## src/design/faric_defines.svh

```systemverilog
`ifndef FARIC_DEFINES_SVH
`define FARIC_DEFINES_SVH

// Register word offsets (byte addresses)
`define FARIC_CTRL_OFS      8'h00
`define FARIC_ADDR_OFS      8'h04
`define FARIC_WDATA_OFS     8'h08
`define FARIC_RDATA_OFS     8'h0C
`define FARIC_STAT_OFS      8'h10
`define FARIC_CMD_OFS       8'h14
// Control field positions
`define FARIC_CTRL_WORD_BIT 0
`define FARIC_CTRL_SEL_LSB  1
`define FARIC_CTRL_RST_BIT  4
`define FARIC_CTRL_VPP_BIT  5
`define FARIC_CTRL_RST_VAL  32'h0000_0011
// Command codes in CMD register
`define FARIC_CMD_READ      2'h1
`define FARIC_CMD_WRITE     2'h2
// Bus access timing in ns and derived cycles at 4 ns
`define FARIC_CLK_NS        4
`define FARIC_T_ACC_NS      150
`define FARIC_T_PAGE_NS     25
`define FARIC_T_WP_NS       70
`define FARIC_T_SETUP_NS    20
`define FARIC_T_RWH_NS      150
`define FARIC_T_PLPH_NS     100
`define FARIC_ACC_CYC  ((`FARIC_T_ACC_NS + `FARIC_CLK_NS - 1) / `FARIC_CLK_NS)
`define FARIC_PAGE_CYC ((`FARIC_T_PAGE_NS + `FARIC_CLK_NS - 1) / `FARIC_CLK_NS)
`define FARIC_WP_CYC   ((`FARIC_T_WP_NS + `FARIC_CLK_NS - 1) / `FARIC_CLK_NS)
`define FARIC_SU_CYC   ((`FARIC_T_SETUP_NS + `FARIC_CLK_NS - 1) / `FARIC_CLK_NS)
`define FARIC_RWH_CYC  ((`FARIC_T_RWH_NS + `FARIC_CLK_NS - 1) / `FARIC_CLK_NS)
`define FARIC_PLPH_CYC ((`FARIC_T_PLPH_NS + `FARIC_CLK_NS - 1) / `FARIC_CLK_NS)

`endif

```

## src/design/faric_pkg.sv

```systemverilog
package faric_pkg;

  // Flash pin bundle driven by the host
  typedef struct packed {
    logic        chip_select_a_n;
    logic        chip_select_b_n;
    logic        chip_select_c;
    logic        read_enable_n;
    logic        write_strobe_n;
    logic        word_mode;
    logic        reset_powerdown_n;
    logic        program_enable_supply;
    logic [23:0] address_inputs;
  } faric_pins_t;

  // Host sequencer states
  typedef enum logic [2:0] {
    FARIC_IDLE   = 3'b000,
    FARIC_RSETUP = 3'b001,
    FARIC_RWAIT  = 3'b010,
    FARIC_WSETUP = 3'b011,
    FARIC_WPULSE = 3'b100,
    FARIC_WHOLD  = 3'b101,
    FARIC_RESET  = 3'b110,
    FARIC_WAKE   = 3'b111
  } faric_state_t;

endpackage : faric_pkg

```

## src/design/faric_sync.sv

```systemverilog
`timescale 1ns/1ns
// Three-stage input synchroniser; output changes when stages two and three agree
module faric_sync
  (
    input  wire logic clk_i,
    input  wire logic rst_i,
    input  wire logic d_i,
    output logic      q_o
  );

  logic [2:0] sh_reg;
  logic [2:0] sh_next;
  logic       q_reg;
  logic       q_next;

  // Shift and agree
  always_comb
  begin
    sh_next = {sh_reg[1:0], d_i};
    q_next  = (sh_reg[1] == sh_reg[2]) ? sh_reg[2] : q_reg;
  end

  // Register stage
  always_ff @(posedge clk_i)
  begin
    if (rst_i)
    begin
      sh_reg <= 3'h7;
      q_reg  <= 1'b1;
    end
    else
    begin
      sh_reg <= sh_next;
      q_reg  <= q_next;
    end
  end

  assign q_o = q_reg;

endmodule : faric_sync

```

## src/design/faric_host.sv

```systemverilog
// The Wishbone register port and the address map were left to the implementer.
`timescale 1ns/1ns
// Functional notes
// - Device drives data on reads; host drives data only on writes.
// - Host writes a read command to enter other read modes.
// - For read data, read enable low and write strobe high.
// - Single device host may tie selects b and c low.
// - Host never asserts read enable and write strobe together.
`include "faric_defines.svh"
module faric_host
  #(
    parameter int ADDR_W   = 24,
    parameter int ACC_CYC  = `FARIC_ACC_CYC,
    parameter int PAGE_CYC = `FARIC_PAGE_CYC
  )
  (
    input  wire logic                 clk_i,
    input  wire logic                 rst_i,
    input  wire logic [7:0]           wb_adr_i,
    input  wire logic [31:0]          wb_dat_i,
    input  wire logic [3:0]           wb_sel_i,
    input  wire logic                 wb_we_i,
    input  wire logic                 wb_cyc_i,
    input  wire logic                 wb_stb_i,
    output logic [31:0]               wb_dat_o,
    output logic                      wb_ack_o,
    output faric_pkg::faric_pins_t    pins_o,
    output logic [15:0]               data_io_pins_o,
    output logic                      data_io_pins_oe_n_o,
    input  wire logic [15:0]          data_io_pins_i,
    input  wire logic                 ready_busy_output_i
  );

  faric_pkg::faric_state_t st_reg, st_next;
  logic [31:0] ctrl_reg, ctrl_next;
  logic [23:0] addr_reg, addr_next;
  logic [15:0] wdat_reg, wdat_next;
  logic [15:0] rdat_reg, rdat_next;
  logic [7:0]  cnt_reg, cnt_next;
  logic [20:0] page_reg, page_next;
  logic        page_ok_reg, page_ok_next;
  logic        oe_n_reg, oe_n_next;
  logic        we_n_reg, we_n_next;
  logic        cs_reg, cs_next;
  logic        drv_reg, drv_next;
  logic        done_reg, done_next;
  logic        ack_reg, ack_next;
  logic [31:0] dat_reg, dat_next;
  logic        rdy_prev_reg, rdy_prev_next;
  logic        cmpl_reg, cmpl_next;
  logic [23:0] adr_pin;
  logic        cmd_ok;
  logic [31:0] rd_mux;
  logic        rdy_sync;
  logic        word_mode;
  logic        bus_req;

  // Busy line crosses in from the pin
  faric_sync u_rdy_sync
  (
    .clk_i (clk_i),
    .rst_i (rst_i),
    .d_i   (ready_busy_output_i),
    .q_o   (rdy_sync)
  );

  assign word_mode = ctrl_reg[`FARIC_CTRL_WORD_BIT];
  assign bus_req   = wb_cyc_i && wb_stb_i && !ack_reg;
  assign cmd_ok    = st_reg == faric_pkg::FARIC_IDLE && ctrl_reg[`FARIC_CTRL_RST_BIT];

  // Physical pin address; word mode shifts up, pins past the density stay low
  always_comb
  begin
    adr_pin = word_mode ? {addr_reg[22:0], 1'b0} : addr_reg;
    for (int b = 0; b < 24; b++)
    begin
      if (b >= ADDR_W) adr_pin[b] = 1'b0;
    end
  end

  // Register read mux
  always_comb
  begin
    rd_mux = 32'h0000_0000;
    unique case (wb_adr_i)
      `FARIC_CTRL_OFS:  rd_mux = ctrl_reg;
      `FARIC_ADDR_OFS:  rd_mux = {8'h00, addr_reg};
      `FARIC_WDATA_OFS: rd_mux = {16'h0000, wdat_reg};
      `FARIC_RDATA_OFS: rd_mux = {16'h0000, rdat_reg};
      `FARIC_STAT_OFS:  rd_mux = {28'h000_0000, cmpl_reg, rdy_sync, done_reg,
                                  st_reg != faric_pkg::FARIC_IDLE};
      default:          rd_mux = 32'h0000_0000;
    endcase
  end

  // Bus slave and access sequencer next state
  always_comb
  begin
    st_next = st_reg; ctrl_next = ctrl_reg; addr_next = addr_reg;
    wdat_next = wdat_reg; rdat_next = rdat_reg; cnt_next = cnt_reg;
    page_next = page_reg; page_ok_next = page_ok_reg;
    oe_n_next = oe_n_reg; we_n_next = we_n_reg; cs_next = cs_reg;
    drv_next = drv_reg; done_next = done_reg; ack_next = 1'b0;
    dat_next = 32'h0000_0000;
    rdy_prev_next = rdy_sync;
    cmpl_next = cmpl_reg;
    if (bus_req)
    begin
      ack_next = 1'b1;
      dat_next = rd_mux; // Read data registered, stands with ack
      if (wb_we_i)
      begin
        unique case (wb_adr_i)
          // Control also taken in power-down so software can wake the device
          `FARIC_CTRL_OFS:
          begin
            if ((st_reg == faric_pkg::FARIC_IDLE || st_reg == faric_pkg::FARIC_RESET) && wb_sel_i[0])
            begin
              ctrl_next    = wb_dat_i;
              page_ok_next = 1'b0; // Width change invalidates the page
            end
          end
          `FARIC_ADDR_OFS:  addr_next = wb_dat_i[23:0];
          `FARIC_WDATA_OFS: wdat_next = wb_dat_i[15:0];
          `FARIC_STAT_OFS:
          begin
            if (wb_dat_i[1]) done_next = 1'b0;
            if (wb_dat_i[3]) cmpl_next = 1'b0;
          end
          `FARIC_CMD_OFS:
          begin
            if (cmd_ok && wb_dat_i[1:0] == `FARIC_CMD_READ)
            begin
              st_next = faric_pkg::FARIC_RSETUP;
              cs_next = 1'b1;
            end
            else if (cmd_ok && wb_dat_i[1:0] == `FARIC_CMD_WRITE)
            begin
              st_next  = faric_pkg::FARIC_WSETUP;
              cs_next  = 1'b1;
              drv_next = 1'b1;
              page_ok_next = 1'b0;
            end
          end
          default: ;
        endcase
      end
    end
    unique case (st_reg)
      faric_pkg::FARIC_IDLE:
      begin
        if (!ctrl_reg[`FARIC_CTRL_RST_BIT])
        begin
          st_next = faric_pkg::FARIC_RESET;
          cnt_next = 8'(`FARIC_PLPH_CYC);
          page_ok_next = 1'b0;
        end
      end
      faric_pkg::FARIC_RSETUP:
      begin
        oe_n_next = 1'b0;
        we_n_next = 1'b1;
        // Page hit only needs the short page access time
        cnt_next = (page_ok_reg && page_reg == adr_pin[23:3]) ? 8'(PAGE_CYC) : 8'(ACC_CYC);
        st_next  = faric_pkg::FARIC_RWAIT;
      end
      faric_pkg::FARIC_RWAIT:
      begin
        if (cnt_reg != 8'h00) cnt_next = cnt_reg - 8'h01;
        else
        begin
          rdat_next = word_mode ? data_io_pins_i : {8'h00, data_io_pins_i[7:0]};
          page_next = adr_pin[23:3];
          page_ok_next = 1'b1;
          oe_n_next = 1'b1;
          cs_next   = 1'b0;
          done_next = 1'b1;
          st_next   = faric_pkg::FARIC_IDLE;
        end
      end
      faric_pkg::FARIC_WSETUP:
      begin
        oe_n_next = 1'b1;
        we_n_next = 1'b0;
        cnt_next  = 8'(`FARIC_WP_CYC);
        st_next   = faric_pkg::FARIC_WPULSE;
      end
      faric_pkg::FARIC_WPULSE:
      begin
        if (cnt_reg != 8'h00) cnt_next = cnt_reg - 8'h01;
        else
        begin
          we_n_next = 1'b1;
          cnt_next  = 8'(`FARIC_SU_CYC);
          st_next   = faric_pkg::FARIC_WHOLD;
        end
      end
      faric_pkg::FARIC_WHOLD:
      begin
        if (cnt_reg != 8'h00) cnt_next = cnt_reg - 8'h01;
        else
        begin
          drv_next  = 1'b0;
          cs_next   = 1'b0;
          done_next = 1'b1;
          st_next   = faric_pkg::FARIC_IDLE;
        end
      end
      faric_pkg::FARIC_RESET:
      begin
        if (cnt_reg != 8'h00) cnt_next = cnt_reg - 8'h01;
        else if (ctrl_reg[`FARIC_CTRL_RST_BIT])
        begin
          cnt_next = 8'(`FARIC_RWH_CYC);
          st_next  = faric_pkg::FARIC_WAKE;
        end
      end
      faric_pkg::FARIC_WAKE:
      begin
        if (cnt_reg != 8'h00) cnt_next = cnt_reg - 8'h01;
        else st_next = faric_pkg::FARIC_IDLE;
      end
    endcase
    // Completion edge on the status pin; set wins over a clear
    if (rdy_sync && !rdy_prev_reg) cmpl_next = 1'b1;
  end

  // State registers
  always_ff @(posedge clk_i)
  begin
    if (rst_i)
    begin
      st_reg <= faric_pkg::FARIC_IDLE; ctrl_reg <= `FARIC_CTRL_RST_VAL;
      addr_reg <= 24'h00_0000; wdat_reg <= 16'h0000; rdat_reg <= 16'h0000;
      cnt_reg <= 8'h00; page_reg <= 21'h00_0000; page_ok_reg <= 1'b0;
      oe_n_reg <= 1'b1; we_n_reg <= 1'b1; cs_reg <= 1'b0; drv_reg <= 1'b0;
      done_reg <= 1'b0; ack_reg <= 1'b0;
      dat_reg <= 32'h0000_0000; rdy_prev_reg <= 1'b1; cmpl_reg <= 1'b0;
    end
    else
    begin
      st_reg <= st_next; ctrl_reg <= ctrl_next; addr_reg <= addr_next;
      wdat_reg <= wdat_next; rdat_reg <= rdat_next; cnt_reg <= cnt_next;
      page_reg <= page_next; page_ok_reg <= page_ok_next;
      oe_n_reg <= oe_n_next; we_n_reg <= we_n_next; cs_reg <= cs_next;
      drv_reg <= drv_next; done_reg <= done_next; ack_reg <= ack_next;
      dat_reg <= dat_next; rdy_prev_reg <= rdy_prev_next; cmpl_reg <= cmpl_next;
    end
  end

  assign wb_ack_o = ack_reg;
  assign wb_dat_o = dat_reg;

  // Pin drive; selects b and c held low for a single device
  always_comb
  begin
    pins_o.chip_select_a_n       = !cs_reg;
    pins_o.chip_select_b_n       = 1'b0;
    pins_o.chip_select_c         = 1'b0;
    pins_o.read_enable_n         = oe_n_reg;
    pins_o.write_strobe_n        = we_n_reg;
    pins_o.word_mode             = word_mode;
    pins_o.reset_powerdown_n     = ctrl_reg[`FARIC_CTRL_RST_BIT] && st_reg != faric_pkg::FARIC_RESET;
    pins_o.program_enable_supply = ctrl_reg[`FARIC_CTRL_VPP_BIT];
    pins_o.address_inputs = adr_pin;
    data_io_pins_o        = word_mode ? wdat_reg : {8'h00, wdat_reg[7:0]};
    data_io_pins_oe_n_o   = !drv_reg;
  end

endmodule : faric_host

```

## config.mk

```make
export PLATFORM = sky130hd
export DESIGN_NAME = faric_host
export DESIGN_NICKNAME = d
export VERILOG_FILES = /design/src/design/faric_pkg.sv /design/src/design/faric_sync.sv /design/src/design/faric_host.sv
export VERILOG_INCLUDE_DIRS = /design/src /design/src/design
export SDC_FILE = /design/constraint.sdc
export NUM_CORES = 1
export LEC_CHECK = 0
export BUFFER_PORTS_ARGS = -buffer_cell sky130_fd_sc_hd__buf_2
export CAP_MARGIN = 20
export CORE_ASPECT_RATIO = 1.75
export CORE_MARGIN = 8
export CORE_UTILIZATION = 57
export CTS_BUF_LIST = sky130_fd_sc_hd__clkbuf_2
export CTS_CLUSTER_DIAMETER = 200
export CTS_CLUSTER_SIZE = 10
export DETAILED_ROUTE_END_ITERATION = 10
export PLACE_DENSITY = 0.82
export SYNTH_ARGS = -nofsm -noshare
export SYNTH_HDL_FRONTEND = slang
export SYNTH_SLANG_ARGS = --single-unit
```

## constraint.sdc

```tcl
create_clock -name clk_i -period 2.5 [get_ports clk_i]
set_input_delay 0.125 -clock clk_i [delete_from_list [all_inputs] [get_ports clk_i]]
set_output_delay 0.125 -clock clk_i [all_outputs]
set_load 0.02 [all_outputs]
```

* Yosys cells after proc, flatten, opt, wreduce, memory -nomap -nowiden *
Cells that the tools add are included.

cells by class
  equality and inequality tests = 22
  add/subtract/negate cells = 1
  bitwise logic cells = 2
  multiplexer cells = 60
  reductions and logical operators = 35

operator list
  operator                                                                count
  32-bit case mux with 5 select lines                                     1
  8-bit case mux with 6 select lines                                      1
  8-bit 2-to-1 mux                                                        5
  1-bit 2-to-1 mux                                                        34
  16-bit 2-to-1 mux                                                       2
  3-bit 2-to-1 mux                                                        10
  24-bit 2-to-1 mux                                                       1
  21-bit equality test                                                    1
  3-bit case mux with 6 select lines                                      1
  8-bit by 4-bit equality test with 1-bit output (second input constant)  2
  8-bit by 5-bit equality test with 1-bit output (second input constant)  2
  3-bit equality test (second input constant)                             4
  1-bit logical AND                                                       9
  3-bit AND reduction                                                     3
  3-bit nonzero test                                                      3
  8-bit by 3-bit equality test with 1-bit output (second input constant)  1
  8-bit logical NOT                                                       1
  4-bit AND reduction                                                     2
  2-bit nonzero test                                                      4
  8-bit nonzero test                                                      1
  8-bit by 1-bit subtractor with 8-bit output (second input constant)     1
  3-bit by 2-bit equality test with 1-bit output (second input constant)  2
  6-bit 2-to-1 mux                                                        1
  2-bit != test (second input constant)                                   3
  other kinds (16)                                                        25

storage, ports and cells
  output and inout port bits = 82
  bits of input ports = 66
  word-level logic and storage cells = 139
  flip-flop bits (word level) = 165

* Logic depth before layout (Yosys ltp) *
Gate-level depths: netlist of the first run.

  depth in word-level cells = 11
  depth in mapped cells = 10
  depth with buffers taken out = 8

* Hierarchy *
From an unflattened synthesis of the first run, not the netlist that was laid out.

second synthesis, totals
  cells, all modules = 884
  area, all modules = 7196.9 um^2

by module, submodules not included
  module      cells an instance  instances  area each (um^2)  seq. area each (um^2)
  faric_host  874                1          7081.8            3223.1
  faric_sync  10                 1          115.1             80.1

* Worst setup path after synthesis of the first run *
No wires, ideal clock.

  kind = register to register
  start point = reg ctrl_reg[0]
  end point = reg cnt_reg[0]
  path buffers = 2
  clock period less this slack = 2138 ps
  data arrival time = 2078 ps
  data required time = 2441 ps
  stages on the path, launching flop included = 9
  setup time = 59 ps
  setup slack = 362 ps
  cell sequence = dfxtp_1 buf_2 clkbuf_1 mux2_2 xor2_1 nor4_1 nand4_1 o41ai_1 and2_1

RTL lines
  element                 RTL line           text
  start, declared         faric_host.sv:35   logic [31:0] ctrl_reg, ctrl_next;
  start signal, assigned  faric_host.sv:233  st_reg <= faric_pkg::FARIC_IDLE; ctrl_reg <= `FARIC_CTRL_RST_VAL;
  start signal, assigned  faric_host.sv:242  st_reg <= st_next; ctrl_reg <= ctrl_next; addr_reg <= addr_next;
  end signal, assigned    faric_host.sv:243  wdat_reg <= wdat_next; rdat_reg <= rdat_next; cnt_reg <= cnt_next;
  end, declared           faric_host.sv:39   logic [7:0] cnt_reg, cnt_next;

* Final worst setup path of the first run *
  start point = in wb_adr_i[0]
  end point = reg cmpl_reg

on the way
  longest elaborated chain between the ends = 3

ends and longest elaborated chain
  element                                         RTL line           text
  start, declared                                 faric_host.sv:19   input wire logic [7:0] wb_adr_i,
  8-bit by 5-bit equality test with 1-bit output  faric_host.sv:113  unique case (wb_adr_i)
  2-bit nonzero test (no line)                    -
  4-bit AND reduction (no line)                   -
  end signal, assigned                            faric_host.sv:247  dat_reg <= dat_next; rdy_prev_reg <= rdy_prev_next; cmpl_reg <= cmpl_next;
  end, declared                                   faric_host.sv:50   logic cmpl_reg, cmpl_next;

Every way passes these cells.
A chain may end at the register's enable or synchronous reset.

==> flow_metrics.env, run 1 <==
export IMPL_postSynthCellCount=802
export IMPL_cts_buffer_depth=2
export IMPL_fin_ws_ns=0.0355
export IMPL_dp_hpwl_um=14500
export IMPL_reg2reg_from="st_reg[2]"
export IMPL_cts_tree="done"
export IMPL_worstHoldStart="wb_we_i"
export IMPL_dieArea_um2=16700
export IMPL_async_flop_share=0
export IMPL_crit_type="in -> reg"
export IMPL_area_growth_pct=24.0
export IMPL_htreeDepth=4
export IMPL_drive_above_1_share=0.262
export IMPL_hold_path_class="in -> reg"
export IMPL_grtUsageTotal=0.259
export IMPL_row_count=54
export IMPL_hold_viol=0
export IMPL_cts_root_buf="clkbuf_2"
export IMPL_numPortBuffers=142
export IMPL_holdPathStages=5
export IMPL_postSynthAreaPerCell_um2=9.02
export IMPL_cts_sinks=165
export IMPL_ff2ff_path_depth=8
export IMPL_die_w_um=101
export IMPL_tightestPinTransition_ns=0.520
export IMPL_relSlewSlack=0.654
export IMPL_drt_wl_total_um=21700
export IMPL_drt_first_pass_iters=5
export IMPL_vias=6571
export IMPL_fin_crit_ns=2.46
export IMPL_postPlaceCellArea_um2=8060
export IMPL_rr_endpoint="ctrl_reg[30]"
export IMPL_nNetsFinal=1053
export IMPL_initialDrtViolationCount=586
export IMPL_timing_final_crit_share=0.986
export IMPL_peakVddDrop_v=0.000418
export IMPL_whs_ns=0.0526
export IMPL_ys_ff_latch=165
export IMPL_endpoint_kind="flop"
export IMPL_grt_pass1_vias=6639
export IMPL_ys_warn_count=0
export IMPL_start_util=0.582
export IMPL_place_inst=1069
export IMPL_max_cap_viol_count=0
export IMPL_grt_max_degree=94
export IMPL_yosysMostFrequentCell="dfxtp_1"
export IMPL_synth_ff_type="dfxtp_1"
export IMPL_worstPathMaxFanout=6
export IMPL_place_gp_congestion=0.884
export IMPL_worst_ep_arrival_time_ns=3.07
export IMPL_yosysTopAreaCell="dfxtp_1"
export IMPL_synth_top_area_share=0.457
export IMPL_status="finished, final reports clean"
export IMPL_synth_area_leaders="dfxtp_1 (46%), mux2i_1 (7.1%), nor2_1 (6.5%), a21oi_1 (4.6%), nand2_1 (4.5%)"
export IMPL_power_density_nw_per_um2=473
export IMPL_slew_violations=0
export IMPL_synth_edf_count=0
export IMPL_fmax_mhz=406
export IMPL_clk_pin_slew_worst_paths_ns=0.24
export IMPL_hold_path_end="st_reg[0]"
export IMPL_ioPinCount=148
export IMPL_leakagePower_nw=4.22
export IMPL_final_area_um2=8970
export IMPL_critPathLaunchType="input port"
export IMPL_antenna_found_initial=1
export IMPL_r2r_slack_ns=0.07
export IMPL_place_worst_setup_slack_ns=0.174
export IMPL_synthesis_area_um2=7240
export IMPL_synth_distinct_cells=58
export IMPL_finalPower_mw=4.24
export IMPL_die_h_um=165
export IMPL_grt_ovfl_total=0
export IMPL_clk_latency_ns=0.72
export IMPL_cts_setup_buffers=0
export IMPL_core_area_um2=12400
export IMPL_stdcell_count=1167
export IMPL_yosysSeqAreaShare=0.457
export IMPL_finalClockSkew_ns=0.0263
export IMPL_antenna_left=0
export IMPL_synthTopCellsByCount="dfxtp_1 (165), nor2_1 (126), nand2_1 (86)"
export IMPL_drc=0
export IMPL_viasPerCell=5.63
export IMPL_wl_per_cell_um=18.6
export IMPL_numCtsBuffers=17
export IMPL_grt_pass1_wl_um=33700
export IMPL_crit_required_ns=3.11
export IMPL_setup_violations=0
[critical path, stage by stage]
cell           delay, ns
dlygate4sd3_1       0.54
buf_2               0.13
nor4_2              0.30
dlygate4sd3_1       0.65
nand3b_1            0.12
nor2_1              0.15
dlygate4sd3_1       0.68
nand3_1             0.11
a21oi_1             0.18
nor2_1              0.08
[area by class of cell]
type	instances	area, um^2
flip-flops and latches	165	3310
inverters	12	45.0
clock inverters	15	128
diodes	1	2.50
clock buffers	17	85.1
repair buffers	233	1600
well taps	168	210
multi-input cells	556	3590
fillers	967	3460
[worst max path at each step]
| stage | depth (start not counted) | start | to |
|---|---|---|---|
| after global routing | 7 | ctrl_reg[0] | cnt_reg[0] |
| after global placement | 6 | cnt_reg[2] | cnt_reg[4] |
| after CTS | 7 | ctrl_reg[0] | cnt_reg[0] |
| after detailed placement | 6 | cnt_reg[2] | cnt_reg[4] |
| final | 10 | wb_adr_i[0] | cmpl_reg |
| after floorplan | 8 | ctrl_reg[0] | cnt_reg[0] |
[layout by cell type, fill, tap and decap left out, types with 3 or more instances in the layout]
master           n
and3_1          22
a22oi_1          4
inv_6            7
clkbuf_2        17
nor4_2           4
nand3_1         12
or4_1            4
inv_1           12
nor2_1         126
nand2b_1         4
o21ai_0         12
mux2_2          25
buf_2          141
xor2_1          19
o21bai_1         3
buf_12           3
mux2i_1         50
a22o_1           5
o22ai_1          3
buf_4           23
xnor2_1          5
nor3_2           4
or2_2            6
dfxtp_1        163
a21oi_1         66
clkinv_1         4
nor2b_1          7
nor3_1          21
and2_1          10
nand2_1         86
nand4_1          3
mux4_2          13
dlygate4sd3_1   65
[report_power, final]
part           switching (mW)  internal, mW
combinational           0.129         0.131
sequential            0.00230          2.64
clock                   0.966         0.370
[routing by layer]
layer  track usage  routed length, um  vias up
met1         0.266               7740     3125
met2         0.478              11800      271
met4         0.136                894        0
li1              -                  -     3105
met3        0.0494               1240       70
met5             0                  0        -
[logic make-up after synthesis]
| kind of cell | count (synthesis) | share of synthesized area |
|---|---|---|
| AND/OR/NAND/NOR | 325 | 0.209 |
| flip-flops | 165 | 0.457 |
| AO/OA/AOI/OAI | 114 | 0.0963 |
| multiplexers | 89 | 0.150 |
| buffers and inverters | 82 | 0.0550 |
| XOR/XNOR | 24 | 0.0291 |
| adder cells (fa/ha/maj) | 2 | 0.00346 |
| other | 1 | 0.000518 |
[through the flow]
stage | TNS (ns) | util
after floorplan | 0 | -
after global placement | 0 | 0.648
after detailed placement | 0 | 0.648
after CTS | 0 | 0.716
after global routing | -0.00989 | 0.722
final | 0 | 0.722
[repair_timing]
| item | in CTS | in global routing |
|---|---|---|
| hold buffers | 63 | 2 |
| endpoints found under the setup margin | 0 | 5 |
| endpoints found under the hold margin | 137 | 1 |
| gates resized for setup | 0 | 10 |
(Power assumes the default switching activity.)
==> inputs of run 2 (changes only) <==
- CORE_UTILIZATION: 57 -> 51
- PLACE_DENSITY: 0.82 -> 0.78
- clock period: 2.5 -> 2.05 ns (I/O delays scaled with it)
==> flow_metrics.env, run 2 (synthesis results as in run 1) <==
export IMPL_hold_path_end="addr_reg[18]"
export IMPL_violations="negative setup slack"
export IMPL_worstHoldStart="wb_dat_i[18]"
export IMPL_drt_first_pass_iters=6
export IMPL_relSlewSlack=0.567
export IMPL_crit_type="reg -> reg"
export IMPL_grt_ovfl_total=0
export IMPL_timing_final_crit_share=1.11
export IMPL_setup_violations=42
export IMPL_antenna_found_initial=1
export IMPL_start_util=0.520
export IMPL_slew_violations=0
export IMPL_crit_family="simple AND/OR/NAND/NOR gates"
export IMPL_crit_cells=7
export IMPL_clk_pin_slew_worst_paths_ns=0.30
export IMPL_cts_buffer_depth=2
export IMPL_ioPinCount=148
export IMPL_leakagePower_nw=4.62
export IMPL_drive_above_1_share=0.321
export IMPL_fillCellCount=1108
export IMPL_crit_buf_inv=2
export IMPL_numCtsBuffers=17
export IMPL_grt_setup_unrepaired="true"
export IMPL_viasPerCell=5.55
export IMPL_place_worst_setup_slack_ns=-0.126
export IMPL_worst_ep_arrival_time_ns=2.95
export IMPL_final_setup_tns_ns=-4.33
export IMPL_area_growth_pct=34.4
export IMPL_slowest_stage="or4_4"
export IMPL_holdPathStages=4
export IMPL_power_density_nw_per_um2=558
export IMPL_fmax_mhz=438
export IMPL_die_w_um=106
export IMPL_cts_tree="done"
export IMPL_vias=6860
export IMPL_r2r_slack_ns=-0.23
export IMPL_fin_crit_ns=2.28
export IMPL_rr_endpoint="page_reg[14]"
export IMPL_final_cell_mix="dfxtp_1 (157), buf_2 (130), nor2_1 (125)"
export IMPL_die_h_um=174
export IMPL_reg2reg_from="cnt_reg[4]"
export IMPL_tightestPinTransition_ns=0.649
export IMPL_drc=0
export IMPL_layout_commonest_cell="dfxtp_1"
export IMPL_max_stage_delay_ns=0.56
export IMPL_cts_root_buf="clkbuf_2"
export IMPL_crit_required_ns=2.72
export IMPL_htreeDepth=4
export IMPL_crit_chain="or4_4, or3_4, nor3_4, buf_4, clkbuf_16, nor2_1, nor3_2"
export IMPL_antenna_left=0
export IMPL_row_count=57
export IMPL_endpoint_kind="flop"
export IMPL_finalClockSkew_ns=0.0482
export IMPL_peakVddDrop_v=0.000507
export IMPL_clk_latency_ns=0.78
export IMPL_cts_sinks=165
export IMPL_ff2ff_path_depth=7
export IMPL_grt_pass1_wl_um=35800
export IMPL_fin_ws_ns=-0.233
export IMPL_dieArea_um2=18400
export IMPL_numPortBuffers=142
export IMPL_whs_ns=0.0697
export IMPL_place_gp_congestion=0.856
export IMPL_dp_hpwl_um=15200
export IMPL_wl_per_cell_um=18.8
export IMPL_max_cap_viol_count=0
export IMPL_grtUsageTotal=0.243
export IMPL_drt_wl_total_um=23200
export IMPL_hold_viol=0
export IMPL_critPathLaunchType="flop"
export IMPL_finalPower_mw=5.42
export IMPL_core_area_um2=13900
export IMPL_nNetsFinal=1112
export IMPL_grt_pass1_vias=7035
export IMPL_grt_max_degree=133
export IMPL_worstPathMaxFanout=9
export IMPL_initialDrtViolationCount=439
export IMPL_hold_path_class="in -> reg"
export IMPL_status="complete, but fails checks"
## run 2: cell types whose count changed in the layout (fill, tap and decap cells not counted), sizes merged
cell         previous run  this run
buf                   168       221
dlygate4sd3            65        69
clkbuf                 17        19
## run 2: what timing repair did
item	4_1_cts	5_1_grt
gates cloned	0	2
endpoints found under the setup margin	61	66
hold buffers	70	0
hold endpoints to repair	159	0
resized for setup	38	33
setup buffers	5	9
pin swaps	2	14
## run 2: layout make-up
cell class,instances,area [um^2],area share
multi-input cells,556,3700,0.381
flip-flops and latches,165,3320,0.341
repair buffers,292,2170,0.223
well taps,177,221,0.0228
clock inverters,15,184,0.0189
clock buffers,17,85.1,0.00875
inverters,12,45.0,0.00463
diodes,1,2.50,0.000257
## run 2: worst min-delay path, delay by kind of cell
kind                   cells  cell delay (ns)
buffers and inverters      2             0.66
AND/OR/NAND/NOR            1             0.05
AO/OA/AOI/OAI              1             0.05
## run 2: where the power goes
part	internal, mW	switching, mW
clock	0.524	1.35
combinational	0.164	0.157
sequential	3.22	0.00340
total	3.91	1.51
## run 2: per-layer routing
metal | routed length, um | vias to the layer above | global-route usage | share of wire
met4 | 1240 | 0 | 0.149 | 0.053
met1 | 8480 | 3278 | 0.259 | 0.37
met3 | 1280 | 87 | 0.0484 | 0.055
met2 | 12200 | 281 | 0.425 | 0.53
li1 | - | 3214 | - | -
met5 | 0 | - | 0 | 0
## run 2: metrics by stage
| step | std cells | util | cell area (um^2) |
|---|---|---|---|
| after floorplan | 803 | - | 7250 |
| after global placement | 1118 | 0.601 | 8360 |
| after detailed placement | 1118 | 0.601 | 8360 |
| after CTS | 1225 | 0.683 | 9500 |
| after global routing | 1235 | 0.699 | 9720 |
| final | 1235 | 0.699 | 9720 |
## run 2: worst max path at each step
stage / startpoint / end
6_report: cnt_reg[4] / page_reg[14]
5_1_grt: cnt_reg[4] / page_reg[14]
4_1_cts: ctrl_reg[0] / pins_o[14]
3_5_place_dp: ctrl_reg[0] / cnt_reg[0]
3_3_place_gp: ctrl_reg[0] / cnt_reg[0]
2_1_floorplan: ctrl_reg[0] / cnt_reg[0]
==> inputs of run 3 (changes only) <==
- SETUP_SLACK_MARGIN: default -> 0.1
==> flow_metrics.env, run 3 (synthesis results as in run 1) <==
export IMPL_die_h_um=174
export IMPL_place_gp_congestion=0.909
export IMPL_critPathLaunchType="flop"
export IMPL_status="complete, but fails checks"
export IMPL_core_area_um2=13900
export IMPL_wl_per_cell_um=20.0
export IMPL_die_w_um=106
export IMPL_power_density_nw_per_um2=518
export IMPL_cp_startpoint="cnt_reg[2]"
export IMPL_layout_commonest_cell="dfxtp_1"
export IMPL_antenna_found_initial=1
export IMPL_grtUsageTotal=0.244
export IMPL_dieArea_um2=18400
export IMPL_start_util=0.520
export IMPL_slew_violations=0
export IMPL_drive_above_1_share=0.367
export IMPL_whs_ns=0.0155
export IMPL_max_cap_viol_count=0
export IMPL_numCtsBuffers=17
export IMPL_clk_pin_slew_worst_paths_ns=0.28
export IMPL_drt_wl_total_um=24700
export IMPL_leakagePower_nw=4.81
export IMPL_crit_type="reg -> reg"
export IMPL_cts_tree="done"
export IMPL_cts_root_buf="clkbuf_2"
export IMPL_vias=7091
export IMPL_cts_buffer_depth=2
export IMPL_fin_crit_ns=2.26
export IMPL_worstHoldStart="wb_adr_i[0]"
export IMPL_numPortBuffers=142
export IMPL_cp_endpoint="rdat_reg[12]"
export IMPL_relSlewSlack=0.502
export IMPL_htreeDepth=4
export IMPL_grt_max_degree=133
export IMPL_area_growth_pct=41.3
export IMPL_finalPower_mw=5.30
export IMPL_antenna_left=0
export IMPL_rr_endpoint="rdat_reg[12]"
export IMPL_timing_final_crit_share=1.10
export IMPL_holdPathStages=7
export IMPL_endpoint_kind="flop"
export IMPL_viasPerCell=5.75
export IMPL_r2r_slack_ns=-0.21
export IMPL_initialDrtViolationCount=448
export IMPL_grt_ovfl_total=0
export IMPL_hold_path_class="in -> reg"
export IMPL_final_cell_mix="dfxtp_1 (158), buf_2 (113), nor2_1 (112)"
export IMPL_grt_pass1_wl_um=35700
export IMPL_worst_ep_arrival_time_ns=2.91
export IMPL_cts_sinks=165
export IMPL_drc=0
export IMPL_nNetsFinal=1110
export IMPL_setup_violations=48
export IMPL_clk_latency_ns=0.75
export IMPL_ioPinCount=148
export IMPL_fmax_mhz=442
export IMPL_tightestPinTransition_ns=0.748
export IMPL_violations="negative setup slack"
export IMPL_hold_viol=0
export IMPL_crit_required_ns=2.69
export IMPL_grt_setup_unrepaired="true"
export IMPL_reg2reg_from="cnt_reg[2]"
export IMPL_ff2ff_path_depth=7
export IMPL_grt_pass1_vias=6921
export IMPL_row_count=57
export IMPL_peakVddDrop_v=0.000450
export IMPL_finalClockSkew_ns=0.0527
export IMPL_drt_first_pass_iters=5
export IMPL_dp_hpwl_um=14700
export IMPL_worstPathMaxFanout=8
export IMPL_fin_ws_ns=-0.214
[run 3: cell count changes in the layout (fill, tap and decap cells not counted), moves of 8 or more]
cell / change
a21oi_1: -10
a21oi_2: +10
buf_2: -17
buf_4: -20
buf_6: +35
dlygate4sd3_1: -8
mux2_2: -12
mux2_4: +12
nor2_1: -13
[run 3: power breakdown]
part	internal (mW)	switching, mW
clock network	0.403	1.34
registers	3.22	0.00331
logic	0.165	0.167
total	3.79	1.51
[run 3: final cells by class]
class                      instances  area [um^2]
inverter                          12         45.0
sequential                       165         3320
multi-input combinational        556         3970
clock inverter                    15          159
clock buffer                      17         85.1
antenna                            1         2.50
fill                             932         3680
timing repair buffer             290         2430
tap                              177          221
[run 3: worst min-delay path by stage]
stage / to / slack [ns]
2_1_floorplan: u_rdy_sync.sh_reg[0] / 0.21
3_3_place_gp: u_rdy_sync.sh_reg[0] / 0.29
3_5_place_dp: u_rdy_sync.sh_reg[0] / 0.29
4_1_cts: cs_reg / 0.02
5_1_grt: wb_dat_o[1] / 0.01
6_report: wb_dat_o[2] / 0.02
[run 3: per-layer routing]
| layer | up-vias | track usage | share of wire | routed length [um] |
|---|---|---|---|---|
| met1 | 3394 | 0.255 | 0.35 | 8660 |
| met2 | 380 | 0.434 | 0.53 | 13000 |
| met4 | 0 | 0.145 | 0.056 | 1370 |
| met5 | - | 0 | 0 | 0 |
| li1 | 3206 | - | - | - |
| met3 | 111 | 0.0488 | 0.065 | 1610 |
[run 3: per-stage QoR]
| stage | worst slack [ns] | std cells | area [um^2] | TNS (ns) | util |
|---|---|---|---|---|---|
| 2_1_floorplan | 0.00253 | 803 | 7260 | 0 | - |
| 3_3_place_gp | -0.0380 | 1106 | 8330 | -0.0733 | 0.599 |
| 3_5_place_dp | -0.0821 | 1106 | 8330 | -0.529 | 0.599 |
| 4_1_cts | -0.0627 | 1217 | 9690 | -1.02 | 0.697 |
| 5_1_grt | -0.255 | 1233 | 10200 | -8.11 | 0.735 |
| 6_report | -0.214 | 1233 | 10200 | -5.31 | 0.735 |
[run 3: repair_timing]
item                                    in CTS  in global routing
hold buffers                                62                  2
endpoints found under the setup margin      72                 88
gates resized for setup                     95                106
buffers inserted                            15                 13
pin swaps                                   14                 51
cloned                                       3                  4
endpoints found under the hold margin      140                  1
[run 3: critical path: stages (launching register included)]
cell and delay, ns:
dfxtp_2 0.38, or4_4 0.53, or3_4 0.42, nor3_4 0.27
buf_6 0.18, clkbuf_16 0.17, nand3_2 0.07, a21oi_1 0.16
